### src/acp_pkg.sv
// Package for the converter configuration port: register map, field positions,
// reset values and frame layout. Used by acp_config_port and tb_acp_config_port.
package acp_pkg;
    localparam logic [6:0] ACP_ADDR_RESET = 7'h00;
    localparam logic [6:0] ACP_ADDR_FORMAT = 7'h01;
    localparam logic [6:0] ACP_ADDR_OUTMODE = 7'h02;
    localparam logic [6:0] ACP_ADDR_PAT_HI = 7'h03;
    localparam logic [6:0] ACP_ADDR_PAT_LO = 7'h04;
    localparam logic [6:0] ACP_ADDR_CLKRANGE = 7'h05;
    localparam logic [7:0] ACP_RST_FORMAT = 8'h00;
    localparam logic [7:0] ACP_RST_OUTMODE = 8'h00;
    localparam logic [7:0] ACP_RST_PAT_HI = 8'h00;
    localparam logic [7:0] ACP_RST_PAT_LO = 8'h00;
    localparam logic [7:0] ACP_RST_CLKRANGE = 8'h15;
    localparam logic [7:0] ACP_SWRST_CLEAR = 8'h00;
    localparam int ACP_SWRST_BIT = 7;
    localparam int ACP_DCS_OFF_BIT = 7;
    localparam int ACP_SCRAMBLE_BIT = 6;
    localparam int ACP_SIGNED_BIT = 5;
    localparam int ACP_PD_HI_BIT = 4;
    localparam int ACP_PD_MID_BIT = 3;
    localparam int ACP_PD_LO_BIT = 0;
    localparam int ACP_CUR_MSB = 7;
    localparam int ACP_CUR_LSB = 5;
    localparam int ACP_TERM_BIT = 4;
    localparam int ACP_OUTPUT_DISABLE_BIT = 3;
    localparam int ACP_LAYOUT_MSB = 2;
    localparam int ACP_PATEN_BIT = 7;
    localparam int ACP_PAT_HI_MSB = 5;
    localparam int ACP_LPM_BIT = 6;
    localparam int ACP_RANGE_MSB = 1;
    // Writable masks: reserved bits are dropped on write
    localparam logic [7:0] ACP_MASK_FORMAT = 8'hF9;
    localparam logic [7:0] ACP_MASK_PAT_HI = 8'hBF;
    localparam logic [7:0] ACP_MASK_CLKRANGE = 8'h43;
    localparam logic [4:0] ACP_FRAME_BITS = 5'h10;
    localparam logic [4:0] ACP_HDR_BITS = 5'h08;
    localparam logic [2:0] ACP_CUR_3P5 = 3'h0;
    localparam logic [2:0] ACP_CUR_1P75 = 3'h7;
    localparam logic [2:0] ACP_LAYOUT_2L16 = 3'h0;
    localparam logic [2:0] ACP_LAYOUT_1L14 = 3'h5;
    localparam logic [1:0] ACP_RANGE_FORBID = 2'h3;
endpackage

### src/acp_config_port.sv
// Configuration port of a dual-channel converter: strap pins drive the core's
// control signals directly, or a 16-bit serial frame writes five mode registers.
// Assumes all pins are asynchronous to mclk_in; serial clock well below mclk_in/4.
// Notes on behaviour
// RQ1 - Select high: control pins are static straps
// RQ2 - Strap chip select picks output layout
// RQ3 - Strap serial clock picks driver current
// RQ4 - Strap serial input high sleeps device
// RQ5 - Strap serial output enables internal termination
// RQ6 - Select low: serial port reaches all registers
// RQ7 - Sample first sixteen rising edges only
// RQ8 - Frame: rw flag, address, data
// RQ9 - Low flag writes, high flag reads back
// RQ10 - Serial output is open-drain pull-down only
// RQ11 - Host sends software reset first
// RQ12 - Reset bit clears registers, self-clears, sleeps
// RQ13 - Format bit 7 turns stabilizer off
// RQ14 - Format bit 6 enables scrambling
// RQ15 - Format bit 5 selects signed coding
// RQ16 - Power-down bits decode nap and sleep
// RQ17 - Output-mode bits 7-5 select driver current
// RQ18 - Termination bit doubles current
// RQ19 - Output-mode bit 3 disables outputs
// RQ20 - Output-mode bits 2-0 select layout
// RQ21 - Pattern registers enable and supply test word
// RQ22 - Clock range band and low-power bit
// RQ23 - Test pattern overrides signed and scramble
// RQ24 - Scramble xors upper bits with lsb
// RQ25 - Read data shifts out msb first
// RQ26 - Reserved bits ignored, reset register reads zero
module acp_config_port
    import acp_pkg::*;
#(
    parameter int DATA_W = 14
) (
    input wire logic mclk_in,                       // System clock, 20 MHz
    input wire logic rst_in,                        // Synchronous reset, active high
    input wire logic ce_in,                         // Clock enable, freezes state when low
    input wire logic interface_select_in,           // High strap mode, low serial mode
    input wire logic cs_n_in,                       // Chip select pin, active low
    input wire logic sclk_in,                       // Serial clock pin
    input wire logic sdi_in,                        // Serial data in pin
    input wire logic sdo_in,                        // Serial out pin level (strap input)
    output logic sdo_out,                           // Open-drain out value, always 0
    output logic sdo_oe_n_out,                      // Low while pulling the pin down
    input wire logic [DATA_W-1:0] conv_data_in,     // Raw offset-binary converter word
    output logic [DATA_W-1:0] out_word_out,         // Formatted output word
    output logic duty_stabilizer_disable_out,       // Stabilizer off
    output logic output_scramble_enable_out,        // Scrambling on
    output logic signed_format_select_out,          // Two's complement coding
    output logic nap_ch1_out,                       // Channel 1 nap
    output logic nap_ch2_out,                       // Channel 2 nap
    output logic sleep_out,                         // Whole device sleep
    output logic [2:0] driver_current_sel_out,      // Driver current code
    output logic internal_term_enable_out,          // Internal termination on
    output logic output_disable_out,                // Digital outputs off
    output logic [2:0] serial_layout_sel_out,       // Output layout code
    output logic pattern_enable_out,                // Test pattern active
    output logic low_power_conv_enable_out,         // Low-power conversion
    output logic [1:0] sample_clock_range_out       // Sample-clock band
);
    typedef enum logic [1:0] {ACP_IDLE, ACP_SHIFT, ACP_DONE} acp_state_e;

    // Two-flop synchronisers; only stage two is read by logic
    logic [4:0] sync1_ff;
    logic [4:0] sync2_ff;
    logic sclk_prev_ff;
    // Chip select resets to its idle high level so no frame opens at reset release
    always_ff @(posedge mclk_in) begin
        if (rst_in) begin
            sync1_ff <= 5'h08;
            sync2_ff <= 5'h08;
            sclk_prev_ff <= 1'b0;
        end else if (ce_in) begin
            sync1_ff <= {interface_select_in, cs_n_in, sclk_in, sdi_in, sdo_in};
            sync2_ff <= sync1_ff;
            sclk_prev_ff <= sync2_ff[2];
        end
    end

    wire sel_strap = sync2_ff[4]; // RQ1
    wire cs_n_s = sync2_ff[3];
    wire sclk_s = sync2_ff[2];
    wire sdi_s = sync2_ff[1];
    wire sdo_s = sync2_ff[0];
    wire sclk_rise = sclk_s & ~sclk_prev_ff;
    wire sclk_fall = ~sclk_s & sclk_prev_ff;
    wire serial_mode = ~sel_strap; // RQ6

    acp_state_e state_ff;
    acp_state_e nxt_state;
    logic [4:0] bit_cnt_ff;
    logic [15:0] shift_ff;
    logic [7:0] rd_shift_ff;
    logic sdo_drive_ff;
    logic [7:0] format_ff;
    logic [7:0] outmode_ff;
    logic [7:0] pat_hi_ff;
    logic [7:0] pat_lo_ff;
    logic [7:0] clkrange_ff;
    logic swrst_pulse_ff;
    logic rd_flag_ff;

    // Frame ends on chip select rising; a frame cut short writes nothing
    wire frame_active = serial_mode & ~cs_n_s;
    wire bit_take = frame_active & sclk_rise & (bit_cnt_ff < ACP_FRAME_BITS); // RQ7
    wire [15:0] shift_nxt = {shift_ff[14:0], sdi_s};
    wire frame_done = bit_take & (bit_cnt_ff == ACP_FRAME_BITS - 5'h01);
    wire hdr_done = bit_take & (bit_cnt_ff == ACP_HDR_BITS - 5'h01);
    // The shift register moves on every bit, so the flag is latched once at the header
    wire is_read = rd_flag_ff; // RQ9
    wire hdr_read = shift_nxt[7]; // RQ8
    wire [6:0] hdr_addr = shift_nxt[6:0]; // RQ8
    // Write fields come from the complete 16-bit word at the last bit
    wire [6:0] wr_addr = shift_nxt[14:8];
    wire [7:0] wr_data = shift_nxt[7:0];
    wire commit_wr = frame_done & ~shift_nxt[15]; // RQ9
    wire swrst_hit = commit_wr & (wr_addr == ACP_ADDR_RESET) & wr_data[ACP_SWRST_BIT]; // RQ12

    always_comb begin
        nxt_state = state_ff;
        unique case (state_ff)
            ACP_IDLE: if (frame_active) nxt_state = ACP_SHIFT;
            ACP_SHIFT: begin
                if (!frame_active) nxt_state = ACP_IDLE;
                else if (frame_done) nxt_state = ACP_DONE;
            end
            ACP_DONE: if (!frame_active) nxt_state = ACP_IDLE;
        endcase
    end

    // Read-back mux; reset register is write-only and reads as zero
    logic [7:0] rd_val;
    always_comb begin
        unique case (hdr_addr)
            ACP_ADDR_FORMAT: rd_val = format_ff;
            ACP_ADDR_OUTMODE: rd_val = outmode_ff;
            ACP_ADDR_PAT_HI: rd_val = pat_hi_ff;
            ACP_ADDR_PAT_LO: rd_val = pat_lo_ff;
            ACP_ADDR_CLKRANGE: rd_val = clkrange_ff;
            default: rd_val = ACP_SWRST_CLEAR; // RQ26
        endcase
    end

    always_ff @(posedge mclk_in) begin
        if (rst_in) begin
            state_ff <= ACP_IDLE;
            bit_cnt_ff <= 5'h00;
            shift_ff <= 16'h0000;
        end else if (ce_in) begin
            state_ff <= nxt_state;
            if (!frame_active) begin
                bit_cnt_ff <= 5'h00;
            end else if (bit_take) begin
                bit_cnt_ff <= bit_cnt_ff + 5'h01;
                shift_ff <= shift_nxt;
            end
        end
    end

    // Read flag held from the header to the end of the frame
    always_ff @(posedge mclk_in) begin
        if (rst_in) begin
            rd_flag_ff <= 1'b0;
        end else if (ce_in) begin
            if (!frame_active) begin
                rd_flag_ff <= 1'b0;
            end else if (hdr_done) begin
                rd_flag_ff <= hdr_read; // RQ9
            end
        end
    end

    // Read data: first bit on the falling edge after the header, msb first
    always_ff @(posedge mclk_in) begin
        if (rst_in) begin
            rd_shift_ff <= 8'h00;
            sdo_drive_ff <= 1'b0;
        end else if (ce_in) begin
            if (!frame_active) begin
                sdo_drive_ff <= 1'b0;
            end else if (hdr_done) begin
                rd_shift_ff <= hdr_read ? rd_val : 8'h00; // RQ25
            end else if (sclk_fall && bit_cnt_ff >= ACP_HDR_BITS
                         && bit_cnt_ff < ACP_FRAME_BITS && is_read) begin
                sdo_drive_ff <= ~rd_shift_ff[7]; // RQ25
                rd_shift_ff <= {rd_shift_ff[6:0], 1'b0};
            end else if (sclk_fall && bit_cnt_ff == ACP_FRAME_BITS) begin
                sdo_drive_ff <= 1'b0;
            end
        end
    end

    // Pin only ever pulled low; a one reads as the host's pull-up
    assign sdo_out = 1'b0; // RQ10
    assign sdo_oe_n_out = ~(sdo_drive_ff & serial_mode); // RQ10

    // Register writes; reserved bits masked away
    always_ff @(posedge mclk_in) begin
        if (rst_in || (ce_in && swrst_hit)) begin // RQ12
            format_ff <= ACP_RST_FORMAT;
            outmode_ff <= ACP_RST_OUTMODE;
            pat_hi_ff <= ACP_RST_PAT_HI;
            pat_lo_ff <= ACP_RST_PAT_LO;
            clkrange_ff <= rst_in ? ACP_RST_CLKRANGE : ACP_SWRST_CLEAR;
        end else if (ce_in && commit_wr) begin
            unique case (wr_addr)
                ACP_ADDR_FORMAT: format_ff <= wr_data & ACP_MASK_FORMAT; // RQ26
                ACP_ADDR_OUTMODE: outmode_ff <= wr_data;
                ACP_ADDR_PAT_HI: pat_hi_ff <= wr_data & ACP_MASK_PAT_HI; // RQ26
                ACP_ADDR_PAT_LO: pat_lo_ff <= wr_data;
                ACP_ADDR_CLKRANGE: clkrange_ff <= wr_data & ACP_MASK_CLKRANGE; // RQ26
                default: ;
            endcase
        end
    end

    // Reset bit is never stored: one-cycle sleep pulse when written
    always_ff @(posedge mclk_in) begin
        if (rst_in) begin
            swrst_pulse_ff <= 1'b0;
        end else if (ce_in) begin
            swrst_pulse_ff <= swrst_hit; // RQ12
        end
    end

    // Mode decode: straps give only a subset, the rest held at defaults
    wire [2:0] pd_bits = {format_ff[ACP_PD_HI_BIT], format_ff[ACP_PD_MID_BIT],
                          format_ff[ACP_PD_LO_BIT]};
    wire ser_sleep = pd_bits[2]; // RQ16
    wire ser_nap1 = ~pd_bits[2] & pd_bits[0]; // RQ16
    wire ser_nap2 = ~pd_bits[2] & pd_bits[1]; // RQ16
    wire [2:0] strap_cur = sync2_ff[2] ? ACP_CUR_1P75 : ACP_CUR_3P5; // RQ3
    wire [2:0] strap_layout = cs_n_s ? ACP_LAYOUT_1L14 : ACP_LAYOUT_2L16; // RQ2
    wire pat_en = serial_mode & pat_hi_ff[ACP_PATEN_BIT]; // RQ21
    wire scr_en = serial_mode & format_ff[ACP_SCRAMBLE_BIT]; // RQ14
    wire sgn_en = serial_mode & format_ff[ACP_SIGNED_BIT]; // RQ15
    wire [DATA_W-1:0] pattern = DATA_W'({pat_hi_ff[ACP_PAT_HI_MSB:0], pat_lo_ff}); // RQ21
    wire [DATA_W-1:0] signed_word = {conv_data_in[DATA_W-1] ^ sgn_en,
                                     conv_data_in[DATA_W-2:0]}; // RQ15
    wire [DATA_W-1:0] scr_word = scr_en ?
        (signed_word ^ {{(DATA_W-1){signed_word[0]}}, 1'b0}) : signed_word; // RQ24
    wire [DATA_W-1:0] nxt_word = pat_en ? pattern : scr_word; // RQ23

    always_ff @(posedge mclk_in) begin
        if (rst_in) begin
            out_word_out <= '0;
            duty_stabilizer_disable_out <= 1'b0;
            output_scramble_enable_out <= 1'b0;
            signed_format_select_out <= 1'b0;
            nap_ch1_out <= 1'b0;
            nap_ch2_out <= 1'b0;
            sleep_out <= 1'b0;
            driver_current_sel_out <= ACP_CUR_3P5;
            internal_term_enable_out <= 1'b0;
            output_disable_out <= 1'b0;
            serial_layout_sel_out <= ACP_LAYOUT_2L16;
            pattern_enable_out <= 1'b0;
            low_power_conv_enable_out <= 1'b0;
            sample_clock_range_out <= 2'h0;
        end else if (ce_in) begin
            out_word_out <= nxt_word;
            duty_stabilizer_disable_out <= serial_mode & format_ff[ACP_DCS_OFF_BIT]; // RQ13
            output_scramble_enable_out <= scr_en; // RQ14
            signed_format_select_out <= sgn_en; // RQ15
            nap_ch1_out <= serial_mode & ser_nap1; // RQ16
            nap_ch2_out <= serial_mode & ser_nap2; // RQ16
            sleep_out <= sel_strap ? sdi_s : (ser_sleep | swrst_pulse_ff); // RQ4
            driver_current_sel_out <= sel_strap ? strap_cur
                                    : outmode_ff[ACP_CUR_MSB:ACP_CUR_LSB]; // RQ17
            // RQ5
            internal_term_enable_out <= sel_strap ? sdo_s
                                      : outmode_ff[ACP_TERM_BIT]; // RQ18
            output_disable_out <= serial_mode & outmode_ff[ACP_OUTPUT_DISABLE_BIT]; // RQ19
            serial_layout_sel_out <= sel_strap ? strap_layout
                                   : outmode_ff[ACP_LAYOUT_MSB:0]; // RQ20
            pattern_enable_out <= pat_en; // RQ21
            // Strap mode runs the low-power 8-16 MHz band
            low_power_conv_enable_out <= sel_strap | clkrange_ff[ACP_LPM_BIT]; // RQ22
            sample_clock_range_out <= sel_strap ? 2'h1
                                    : clkrange_ff[ACP_RANGE_MSB:0]; // RQ22
        end
    end

    // Strap mode never drives the serial output pin
    a_strap_no_drive: assert property (@(posedge mclk_in) disable iff (rst_in)
        sel_strap |-> sdo_oe_n_out) // RQ1
        else $error("serial output driven in strap mode");
    a_strap_layout: assert property (@(posedge mclk_in) disable iff (rst_in)
        ce_in && sel_strap && $stable(sel_strap) |=>
        serial_layout_sel_out == ($past(cs_n_s) ? ACP_LAYOUT_1L14 : ACP_LAYOUT_2L16)) // RQ2
        else $error("strap layout wrong");
    a_bit_limit: assert property (@(posedge mclk_in) disable iff (rst_in)
        bit_cnt_ff <= ACP_FRAME_BITS) // RQ7
        else $error("bit count past frame length");
    a_swrst_clears: assert property (@(posedge mclk_in) disable iff (rst_in)
        ce_in && swrst_hit |=> format_ff == 8'h00 && clkrange_ff == 8'h00
        && swrst_pulse_ff ##1 (!ce_in || sleep_out)) // RQ12
        else $error("software reset did not clear and sleep");
    a_nap_decode: assert property (@(posedge mclk_in) disable iff (rst_in)
        ce_in && serial_mode && format_ff[ACP_PD_HI_BIT] && $stable(format_ff)
        |=> !nap_ch1_out && !nap_ch2_out && sleep_out) // RQ16
        else $error("sleep does not override nap");
    a_pattern_wins: assert property (@(posedge mclk_in) disable iff (rst_in)
        ce_in && pat_en |=> out_word_out == $past(pattern)) // RQ23
        else $error("pattern not forced on output");
    a_scramble_lsb: assert property (@(posedge mclk_in) disable iff (rst_in)
        ce_in |=> out_word_out[0] == $past(nxt_word[0])
        && (!$past(scr_en) || $past(pat_en)
            || (out_word_out[1] ^ out_word_out[0]) == $past(signed_word[1]))) // RQ24
        else $error("scramble relation broken");
    a_reserved_mask: assert property (@(posedge mclk_in) disable iff (rst_in)
        (format_ff & ~ACP_MASK_FORMAT) == 8'h00 && pat_hi_ff[6] == 1'b0) // RQ26
        else $error("reserved bit stored");
    a_read_window: assert property (@(posedge mclk_in) disable iff (rst_in)
        !sdo_oe_n_out |-> bit_cnt_ff >= ACP_HDR_BITS && is_read && frame_active) // RQ25
        else $error("serial output driven outside read data phase");

    // Strap pins reach their outputs one cycle after the synchronisers
    a_strap_current: assert property (@(posedge mclk_in) disable iff (rst_in)
        ce_in && sel_strap |=>
        driver_current_sel_out == ($past(sclk_s) ? ACP_CUR_1P75 : ACP_CUR_3P5)) // RQ3
        else $error("strap driver current wrong");
    a_strap_sleep: assert property (@(posedge mclk_in) disable iff (rst_in)
        ce_in && sel_strap |=> sleep_out == $past(sdi_s)) // RQ4
        else $error("strap sleep wrong");
    a_strap_term: assert property (@(posedge mclk_in) disable iff (rst_in)
        ce_in && sel_strap |=> internal_term_enable_out == $past(sdo_s)) // RQ5
        else $error("strap termination wrong");
    a_strap_band: assert property (@(posedge mclk_in) disable iff (rst_in)
        ce_in && sel_strap |=> low_power_conv_enable_out && sample_clock_range_out == 2'h1) // RQ22
        else $error("strap clock band wrong");

    // Frame handling: writes land, extra edges and unmapped writes change nothing
    a_write_lands: assert property (@(posedge mclk_in) disable iff (rst_in)
        ce_in && commit_wr && wr_addr == ACP_ADDR_OUTMODE |=> outmode_ff == $past(wr_data)) // RQ9
        else $error("output mode write lost");
    a_extra_edges: assert property (@(posedge mclk_in) disable iff (rst_in)
        ce_in && frame_active && sclk_rise && bit_cnt_ff == ACP_FRAME_BITS
        |=> bit_cnt_ff == ACP_FRAME_BITS && $stable(shift_ff)) // RQ7
        else $error("edge past the frame was taken");
    a_unmapped_write: assert property (@(posedge mclk_in) disable iff (rst_in)
        ce_in && commit_wr && wr_addr > ACP_ADDR_CLKRANGE
        |=> $stable(format_ff) && $stable(outmode_ff) && $stable(pat_lo_ff)) // RQ26
        else $error("unmapped write changed a register");
    a_read_latch: assert property (@(posedge mclk_in) disable iff (rst_in)
        ce_in && hdr_done |=> rd_flag_ff == $past(hdr_read)) // RQ9
        else $error("read flag not latched at header");

    // Output coding and band codes follow the registers
    a_signed_msb: assert property (@(posedge mclk_in) disable iff (rst_in)
        ce_in && sgn_en && !scr_en && !pat_en
        |=> out_word_out[DATA_W-1] == ~$past(conv_data_in[DATA_W-1])) // RQ15
        else $error("signed coding msb wrong");
    a_range_code: assert property (@(posedge mclk_in) disable iff (rst_in)
        ce_in && serial_mode |=> sample_clock_range_out == $past(clkrange_ff[ACP_RANGE_MSB:0])) // RQ22
        else $error("clock band code wrong");

    c_write_frame: cover property (@(posedge mclk_in) disable iff (rst_in) commit_wr);
    c_read_drive: cover property (@(posedge mclk_in) disable iff (rst_in) !sdo_oe_n_out);
    c_soft_reset: cover property (@(posedge mclk_in) disable iff (rst_in) swrst_hit);
    c_read_frame: cover property (@(posedge mclk_in) disable iff (rst_in)
        frame_done && shift_nxt[15]);
    c_strap_sleep: cover property (@(posedge mclk_in) disable iff (rst_in)
        sel_strap && sleep_out);
endmodule

### config.mk
export PLATFORM = sky130hd
export DESIGN_NAME = acp_config_port
export DESIGN_NICKNAME = d
export VERILOG_FILES = /design/src/acp_pkg.sv /design/src/acp_config_port.sv
export SDC_FILE = /design/constraint.sdc
export NUM_CORES = 1
export LEC_CHECK = 0
export ABC_AREA = 1
export BUFFER_PORTS_ARGS = -buffer_cell sky130_fd_sc_hd__buf_2
export CORE_ASPECT_RATIO = 1.4
export CORE_MARGIN = 5
export CORE_UTILIZATION = 58
export CTS_CLUSTER_DIAMETER = 100
export DETAILED_ROUTE_END_ITERATION = 12
export PLACE_DENSITY_LB_ADDON = 0.3
export SYNTH_ARGS = -nofsm -noshare
export SYNTH_HDL_FRONTEND = slang
export SYNTH_SLANG_ARGS = --single-unit
### constraint.sdc
create_clock -name mclk_in -period 2.1 [get_ports mclk_in]
set_input_delay 0.315 -clock mclk_in [delete_from_list [all_inputs] [get_ports mclk_in]]
set_output_delay 0.315 -clock mclk_in [all_outputs]
set_load 0.005 [all_outputs]
== Word level (Yosys, flattened, before mapping) ==
Index checks and enable logic that the tools add are counted.

* Register bits after elaboration: 111
* Input port bits: 22
* Output and inout port bits: 34
* Logic and storage cells: 126

* $add $sub $neg: 1
* Order comparisons: 2
* Equality and inequality tests: 17
* Muxes and demuxes: 25
* Bitwise gates (word level): 32
* Reductions and logical operators: 21

{| class="wikitable"
|+ Operator list
! kind !! number
|-
| $mux W8 || 6
|-
| $pmux W8 S5 || 1
|-
| $eq A7 B2 Y1 const B || 4
|-
| $eq A7 B3 Y1 const B || 4
|-
| $mux W14 || 2
|-
| $and A1 B1 Y1 || 20
|-
| $mux W5 || 3
|-
| $eq A7 B1 Y1 const B || 2
|-
| $reduce_and A2 Y1 || 7
|-
| $xor A14 B14 Y14 || 1
|-
| $mux W3 || 4
|-
| $reduce_and A3 Y1 || 3
|-
| $mux W1 || 8
|-
| $not A1 Y1 || 8
|-
| $logic_not A7 Y1 || 1
|-
| $logic_and A1 B1 Y1 || 6
|-
| $reduce_bool A2 Y1 || 3
|-
| $add A5 B1 Y5 const B || 1
|-
| $eq A5 B3 Y1 const B || 1
|-
| $eq A5 B4 Y1 const B || 1
|-
| $eq A5 B5 Y1 const B || 1
|-
| $ge A5 B4 Y1 const B || 1
|-
| $lt A5 B5 Y1 const B || 1
|-
| $ne A2 B1 Y1 const B || 2
|-
| other kinds (6) || 7
|}

== Logic depth before layout (Yosys ltp) ==
Gate-level depths: netlist (run 1).

* Word-level depth: 12
* Gate-level depth with buffers: 10

== Worst setup path before layout (run 1) ==
Ideal clock, no wire load.

* Path type: register to register
* From: register bit_cnt_ff[0]
* To: register clkrange_ff[0] (enable)
* Setup time: 0.312 ns
* Arrival time: 1.576 ns
* Data required time: 1.788 ns
* Path slack: 0.211 ns
* Cell stages (with the launch flop): 10
* Buffers on the path: 1
* Clock period less this slack: 1.889 ns
* Cell sequence: dfxtp_1 > ha_1 > nand2_1 > nor2_1 > ha_1 > inv_1 > nor3_4 > buf_6 > nand2_1 > nand3_1

* Cells in the longest elaborated chain, start to end: 10
* Elaborated cells between the ends (all ways): 13

{| class="wikitable"
|+ RTL lines
! item !! line !! text
|-
| from (decl) || acp_config_port.sv:92 || <nowiki>logic [4:0] bit_cnt_ff;</nowiki>
|-
| from (signal assigned) || acp_config_port.sv:155 || <nowiki>bit_cnt_ff <= bit_cnt_ff + 5'h01;</nowiki>
|-
| $lt A5 B5 Y1 || acp_config_port.sv:106 || <nowiki>wire bit_take = frame_active & sclk_rise & (bit_cnt_ff < ACP_FRAME_BITS);</nowiki>
|-
| $and A1 B1 Y1 || acp_config_port.sv:106 ||
|-
| $and A1 B1 Y1 * || acp_config_port.sv:108 || <nowiki>wire frame_done = bit_take & (bit_cnt_ff == ACP_FRAME_BITS - 5'h01);</nowiki>
|-
| $and A1 B1 Y1 * || acp_config_port.sv:117 || <nowiki>wire commit_wr = frame_done & ~shift_nxt[15];</nowiki>
|-
| $and A1 B1 Y1 (2 in a row) || acp_config_port.sv:118 || <nowiki>wire swrst_hit = commit_wr & (wr_addr == ACP_ADDR_RESET) & wr_data[ACP_SWRST_BIT];</nowiki>
|-
| $logic_and A1 B1 Y1 || acp_config_port.sv:200 || <nowiki>if (rst_in || (ce_in && swrst_hit)) begin</nowiki>
|-
| $logic_or A1 B1 Y1 || acp_config_port.sv:200 ||
|-
| $reduce_bool A2 Y1 (no source line) || - ||
|-
| $reduce_and A2 Y1 (no source line) * || - ||
|-
| to (signal assigned) || acp_config_port.sv:205 || <nowiki>clkrange_ff <= rst_in ? ACP_RST_CLKRANGE : ACP_SWRST_CLEAR;</nowiki>
|-
| to (signal assigned) || acp_config_port.sv:212 || <nowiki>ACP_ADDR_CLKRANGE: clkrange_ff <= wr_data & ACP_MASK_CLKRANGE;</nowiki>
|-
| to (decl) || acp_config_port.sv:100 || <nowiki>logic [7:0] clkrange_ff;</nowiki>
|}

Mark *: on every way between the ends. The rest lies on a longest branch, timed or not.
A chain may end at the register's enable or synchronous reset.

== Final worst setup path (run 1) ==
* From: register bit_cnt_ff[0]
* To: register outmode_ff[2]

* Cells in the longest elaborated chain, start to end: 8
* Elaborated cells between the ends (all ways): 11

{| class="wikitable"
|+ RTL lines
! item !! line !! text
|-
| $lt A5 B5 Y1 || acp_config_port.sv:106 ||
|-
| $and A1 B1 Y1 || acp_config_port.sv:106 ||
|-
| $and A1 B1 Y1 * || acp_config_port.sv:108 ||
|-
| $and A1 B1 Y1 * || acp_config_port.sv:117 ||
|-
| $and A1 B1 Y1 (2 in a row) || acp_config_port.sv:118 ||
|-
| $logic_and A1 B1 Y1 || acp_config_port.sv:200 ||
|-
| $logic_or A1 B1 Y1 || acp_config_port.sv:200 ||
|-
| to (signal assigned) || acp_config_port.sv:209 || <nowiki>ACP_ADDR_OUTMODE: outmode_ff <= wr_data;</nowiki>
|-
| to (decl) || acp_config_port.sv:97 || <nowiki>logic [7:0] outmode_ff;</nowiki>
|}

Marks and branches as above.

==> results.sh, run 1 <==
export IMPL_final_min_clock_period_ns=1.94
export IMPL_post_synth_num_cell_types=37
export IMPL_cts_made_buffers=9
export IMPL_synth_simple_area_share_pct=29.2
export IMPL_power_share_switching_pct=22.8
export IMPL_nFillCells=690
export IMPL_asyncSetResetFlopFracSynth_pct=0
export IMPL_synth_xor_xnor_area_share_pct=2.32
export IMPL_cts_path_max_buffers=2
export IMPL_criticalPathCategory="flip-flop to flip-flop"
export IMPL_power_per_cell_area_nw_per_um2=738
export IMPL_finalHoldViolCount=0
export IMPL_tritoncts="done"
export IMPL_ys_warnings_count=0
export IMPL_power_combinational_fraction_pct=6.9
export IMPL_synth_compound_area_share_pct=15.7
export IMPL_syn_num_nets=701
export IMPL_post_synth_most_frequent_cells="sky130_fd_sc_hd__nand2_1, sky130_fd_sc_hd__dfxtp_1, sky130_fd_sc_hd__nand3_1"
export IMPL_vias=4869
export IMPL_cts_root_buf="sky130_fd_sc_hd__clkbuf_16"
export IMPL_synth_top_area_share_pct=42.0
export IMPL_maxSlewViolCount=0
export IMPL_finish_net_count=762
export IMPL_synth_avg_cell_area_um2=7.26
export IMPL_worstSetupPathDepth=10
export IMPL_grt_start_max_net_pins=47
export IMPL_grt_pass1_wl_um=22100
export IMPL_ant_nets=0
export IMPL_timing_reg2reg_setup_slack_ns=0.16
export IMPL_largest_clock_skew_in_the_final_design_ns=0.00415
export IMPL_yosys_cell_count_top_type="sky130_fd_sc_hd__nand2_1"
export IMPL_place_gp_congestion=0.983
export IMPL_grt_pass1_vias=4440
export IMPL_worst_ep_required_time_ns=2.34
export IMPL_critPathCaptureType="flip-flop"
export IMPL_area_share_of_fa_ha_maj_cells_after_synthesis_pct=0.765
export IMPL_r2r_cells=10
export IMPL_slew_limit_headroom_pct=44.6
export IMPL_syn_cell_area_um2=4910
export IMPL_drive_gt1_share_pct=15.5
export IMPL_switchingPower_uw=959
export IMPL_power_share_sequential_pct=50.6
export IMPL_synth_edff_count=4
export IMPL_fp_dieH_um=119
export IMPL_multi_input_area_um2=2370
export IMPL_synth_seq_cells=107
export IMPL_critical_path_launch_point_type="flip-flop"
export IMPL_core_rowCount=39
export IMPL_global_route_usage_total_pct=27.2
export IMPL_worst_slew_pin_slew_ns=0.830
export IMPL_total_congestion_overflow=0
export IMPL_setup_violations_final=0
export IMPL_pre_cts_slack_ns=0.124
export IMPL_synth_top_cells_by_area="sky130_fd_sc_hd__dfxtp_1, sky130_fd_sc_hd__nand2_1, sky130_fd_sc_hd__nand3_1"
export IMPL_postLayoutCoreUtil_pct=69.4
export IMPL_worst_path_largest_cell_delay_ns=0.37
export IMPL_residual_drc_count=0
export IMPL_cts_num_sinks=107
export IMPL_worst_hold_slack_ns=0.184
export IMPL_max_fclk_mhz=515
export IMPL_die_width_um=87.7
export IMPL_ctsHtreeMaxLevel=3
export IMPL_min_delay_path_depth=3
export IMPL_die_area_um2=10400
export IMPL_clkTransAtPathRegs_ns=0.07
export IMPL_wl_per_cell_um=16.4
export IMPL_status="finished clean"
export IMPL_seq_area_frac_synth_pct=44.5
export IMPL_register_area_um2=2180
export IMPL_initial_core_util_pct=59.9
export IMPL_port_buffer_count=54
export IMPL_power_clock_fraction_pct=42.5
export IMPL_post_synth_mux_area_share_pct=0
export IMPL_worst_slack_ns=0.159
export IMPL_ys_flop_type="sky130_fd_sc_hd__dfxtp_1"
export IMPL_timing_critical_path_max_delay_family="simple AND/OR/NAND/NOR gates"
export IMPL_p_int_mw=3.24
export IMPL_viasPerCell=5.77
export IMPL_diodes=0
export IMPL_cp_max_fo=10
export IMPL_grt_antenna_before_repair=0
export IMPL_drt_iter0_drc=475
export IMPL_total_leakage_power_nw=2.42
export IMPL_floorplan_io_pins=56
export IMPL_finalCritPeriodShare_pct=92.4
export IMPL_core_area_um2=8200
export IMPL_area_growth_synth_to_final_pct=16.0
export IMPL_synth_top_area_cell="sky130_fd_sc_hd__dfxtp_1"
export IMPL_synth_top_family_by_area="simple AND/OR/NAND/NOR gates"
export IMPL_timing_critical_path_cells="ha_1 > nand2_1 > nor2_1 > ha_1 > inv_1 > nor3_4 > nand2_2 > nand2_2 > buf_4 > nor2_1"
export IMPL_ctsHoldBuffers=0
export IMPL_crit_slowest_cell="sky130_fd_sc_hd__dfxtp_1"
export IMPL_critPathBufInv=2
export IMPL_drt_wl_total_um=13900
export IMPL_drtPass1Iterations=6
export IMPL_maxCapViolCount=0
export IMPL_worstSkewPairLatency_ns=0.35
export IMPL_dp_final_hpwl_um=10200
export IMPL_power_ir_vdd_worst_mv=0.524
export IMPL_arrival_ns=2.18
export IMPL_min_delay_path_class="input pin to flip-flop"
export IMPL_netlist_instances=676
-- state kept, by name, summed over array words and instances, names as in the netlist, 2 cells and up --
| signal | count |
|---|---|
| bit_cnt_ff | 5 |
| clkrange_ff | 4 |
| driver_current_sel_out | 3 |
| format_ff | 6 |
| out_word_out | 14 |
| outmode_ff | 8 |
| pat_hi_ff | 7 |
| pat_lo_ff | 8 |
| rd_shift_ff | 8 |
| sample_clock_range_out | 2 |
| serial_layout_sel_out | 3 |
| shift_ff | 15 |
| sync1_ff | 5 |
| sync2_ff | 5 |
-- tightest hold or removal path, cell delays in order --
cell and delay [ns]:
sky130_fd_sc_hd__buf_2 0.07, sky130_fd_sc_hd__nand2_1 0.04, sky130_fd_sc_hd__nand3_1 0.07
-- cells in the final DEF (no fill, tap or decap), drive strengths merged --
cell / count
o221a: 2
nor3b: 1
bufinv: 2
o32ai: 1
o211ai: 5
edfxtp: 4
a211oi: 1
dfxtp: 103
clkinv: 3
nand2: 171
nor3: 6
conb: 1
nand4: 11
nor2: 55
xnor2: 13
a31oi: 12
clkbuf: 11
clkinvlp: 1
o21ai: 61
nor4: 5
buf: 82
a21oi: 61
inv: 53
nand3: 73
ha: 3
o21bai: 1
-- logic make-up after synthesis --
group,after synthesis
AO/OA/AOI/OAI,144
buffers and inverters,86
AND/OR/NAND/NOR,322
flip-flops,107
adder cells (fa/ha/maj),3
other,1
XOR/XNOR,13
-- area by class of cell --
type	instances	area share [%]
clock buffer	11	4.09
multi-input combinational	483	41.6
timing repair buffer	82	8.73
inverter	54	3.61
tap	102	2.24
clock inverter	5	1.36
sequential	107	38.3
-- power groups by stage --
stage          clock network, mW  logic (mW)  registers (mW)
2_1_floorplan                  0       0.168            2.17
3_3_place_gp                   0       0.277            2.17
3_5_place_dp                   0       0.284            2.17
4_1_cts                     1.79       0.286            2.13
5_1_grt                     1.89       0.320            2.13
6_report                    1.78       0.289            2.13
-- stage by stage --
| step | TNS (ns) | std cells | area (um2) | total power, mW |
|---|---|---|---|---|
| floorplan | 0 | 676 | 4910 | 2.33 |
| global placement | 0 | 828 | 5370 | 2.45 |
| detailed placement | 0 | 828 | 5370 | 2.45 |
| CTS | 0 | 844 | 5680 | 4.20 |
| global route | -0.00126 | 844 | 5690 | 4.34 |
| finish | 0 | 844 | 5690 | 4.20 |
-- worst paths after layout --
check	startpoint	endpoint
worst max-delay path	bit_cnt_ff[0]$_SDFFE_PP0P_	outmode_ff[2]$_SDFFE_PP0P_
worst min-delay path	cs_n_in	sync1_ff[3]$_SDFFE_PP1P_
worst max register to register	bit_cnt_ff[0]$_SDFFE_PP0P_	outmode_ff[2]$_SDFFE_PP0P_
worst min register to register	output_disable_out$_SDFFE_PP0P_	output_disable_out$_SDFFE_PP0P_
-- layer usage --
metal | up-vias | wire [um] | global-route usage (%)
met2 | 191 | 6990 | 45.5
li1 | 2381 | - | -
met5 | - | 0 | 0
met4 | 0 | 463 | 12.0
met1 | 2265 | 5570 | 34.2
met3 | 32 | 838 | 3.94
-- repair_timing --
item	in CTS	in global routing
buffers inserted	0	0
gates resized for setup	0	4
endpoints found under the setup margin	0	28
hold endpoints to repair	0	0
(Power assumes the default switching activity.)
==> inputs of run 2 (changes only) <==
Settings changed: MAX_ROUTING_LAYER set to met4.
==> results.sh, run 2 (synthesis gave the netlist of run 1 again) <==
export IMPL_place_gp_congestion=0.931
export IMPL_ctsHtreeMaxLevel=3
export IMPL_total_leakage_power_nw=2.41
export IMPL_cts_num_sinks=107
export IMPL_cts_root_buf="sky130_fd_sc_hd__clkbuf_16"
export IMPL_setup_violations_final=0
export IMPL_diodes=0
export IMPL_floorplan_io_pins=56
export IMPL_top_cell_by_count_worst_path="sky130_fd_sc_hd__nand2_1"
export IMPL_setup_repair_after_global_routing_missed_its_margin="no"
export IMPL_core_rowCount=39
export IMPL_status="finished clean"
export IMPL_grt_pass1_vias=4506
export IMPL_worstSkewPairLatency_ns=0.35
export IMPL_grt_pass1_wl_um=22200
export IMPL_criticalPathCategory="flip-flop to flip-flop"
export IMPL_viasPerCell=5.71
export IMPL_total_congestion_overflow=0
export IMPL_slew_limit_headroom_pct=43.3
export IMPL_die_width_um=87.7
export IMPL_maxCapViolCount=0
export IMPL_max_fclk_mhz=519
export IMPL_cp_max_fo=24
export IMPL_ant_nets=0
export IMPL_wl_per_cell_um=16.1
export IMPL_power_ir_vdd_worst_mv=0.489
export IMPL_drt_wl_total_um=13600
export IMPL_critPathCaptureType="flip-flop"
export IMPL_port_buffer_count=54
export IMPL_crit_slowest_cell="sky130_fd_sc_hd__dfxtp_1"
export IMPL_finalHoldViolCount=0
export IMPL_worst_path_largest_cell_delay_ns=0.37
export IMPL_global_route_usage_total_pct=27.5
export IMPL_die_area_um2=10400
export IMPL_finalCritPeriodShare_pct=91.7
export IMPL_biggestRegsByFlops="shift_ff: 15 flops, out_word_out: 14 flops"
export IMPL_final_min_clock_period_ns=1.93
export IMPL_maxSlewViolCount=0
export IMPL_vias=4817
export IMPL_drtPass1Iterations=5
export IMPL_flip_flop_count_of_the_largest_register_all_copies_and_words_added=15
export IMPL_final_area_um2=5670
export IMPL_cts_path_max_buffers=2
export IMPL_mostFrequentLayoutCells="sky130_fd_sc_hd__nand2_1, sky130_fd_sc_hd__dfxtp_1, sky130_fd_sc_hd__nand3_1"
export IMPL_power_per_cell_area_nw_per_um2=721
export IMPL_layout_commonest_cell="sky130_fd_sc_hd__nand2_1"
export IMPL_timing_critical_path_max_delay_family="simple AND/OR/NAND/NOR gates"
export IMPL_initial_core_util_pct=59.9
export IMPL_worst_slew_pin_slew_ns=0.849
export IMPL_residual_drc_count=0
export IMPL_finalPower_mw=4.09
export IMPL_fp_dieH_um=119
export IMPL_cts_setup_buffers=0
export IMPL_grt_antenna_before_repair=0
export IMPL_arrival_ns=2.16
export IMPL_clkTransAtPathRegs_ns=0.07
export IMPL_cts_made_buffers=9
export IMPL_area_growth_synth_to_final_pct=15.6
export IMPL_core_area_um2=8200
export IMPL_nFillCells=706
export IMPL_grt_start_max_net_pins=47
export IMPL_drive_gt1_share_pct=15.4
export IMPL_largest_clock_skew_in_the_final_design_ns=0.00792
export IMPL_critPathBufInv=2
export IMPL_min_delay_path_class="input pin to flip-flop"
export IMPL_drt_iter0_drc=535
export IMPL_dp_final_hpwl_um=9960
export IMPL_tritoncts="done"
export IMPL_worst_ep_required_time_ns=2.34
export IMPL_critical_path_launch_point_type="flip-flop"
export IMPL_placement_cell_area_um2=5370
export IMPL_finish_net_count=762
export IMPL_timing_critical_path_cells="ha_1 > nand2_1 > nor2_1 > ha_1 > inv_1 > nor3_4 > buf_12 > nand2_1 > nand2_1 > a21oi_1"
export IMPL_regMostFlops="shift_ff"
export IMPL_setup_total_negative_slack_ns=0
-- run 2: tightest hold or removal path: cells and delay by family --
kind / cells / cell delay (ns)
simple gates: 2 / 0.12
buf+inv: 1 / 0.07
-- run 2: area by class of cell --
class                           count  area (um2)  area share, %
Clock inverter                      5        52.6          0.927
Inverter                           54         205           3.62
Sequential cell                   107        2180           38.5
Clock buffer                       11         243           4.28
Timing Repair Buffer               82         497           8.76
Tap cell                          102         128           2.25
Multi-Input combinational cell    483        2360           41.7
-- run 2: what timing repair did --
item                       in CTS  in global routing
setup endpoints to repair       0                 27
hold buffers                    0                  0
gates resized for setup         0                  2
-- run 2: path summary, 6_finish.rpt --
| check | depth (start not counted) | start | endpoint | slack (ns) |
|---|---|---|---|---|
| max | 10 | bit_cnt_ff[0]$_SDFFE_PP0P_ | pat_hi_ff[1]$_SDFFE_PP0P_ | 0.17 |
| min | 3 | sdo_in | sync1_ff[0]$_SDFFE_PP0P_ | 0.20 |
| max reg2reg | 10 | bit_cnt_ff[0]$_SDFFE_PP0P_ | pat_hi_ff[1]$_SDFFE_PP0P_ | 0.17 |
| min reg2reg | 2 | swrst_pulse_ff$_SDFFE_PP0P_ | swrst_pulse_ff$_SDFFE_PP0P_ | 0.46 |
-- run 2: stage by stage --
step                worst slack (ns)  hold WS (ns)  util (%)  instances
floorplan                      0.211         0.429         -        676
global placement               0.215         0.448      65.5        828
detailed placement             0.159         0.449      65.5        828
CTS                            0.138         0.194      69.1        844
global route                 0.00566         0.209      69.2        844
finish                         0.174         0.195      69.2        844
-- run 2: metal layers --
| layer | vias to the layer above | wire length (um) | global-route usage (%) |
|---|---|---|---|
| met3 | 51 | 856 | 3.59 |
| met1 | 2199 | 5480 | 33.6 |
| met5 | - | 0 | - |
| li1 | 2371 | - | - |
| met2 | 196 | 6590 | 44.0 |
| met4 | 0 | 655 | 13.9 |
-- run 2: report_power, final --
| group | internal (mW) | total (mW) | switching [mW] |
|---|---|---|---|
| clock | 0.951 | 1.68 | 0.729 |
| sequential | 2.09 | 2.13 | 0.0336 |
| combinational | 0.104 | 0.285 | 0.181 |
| total | 3.15 | 4.09 | 0.943 |
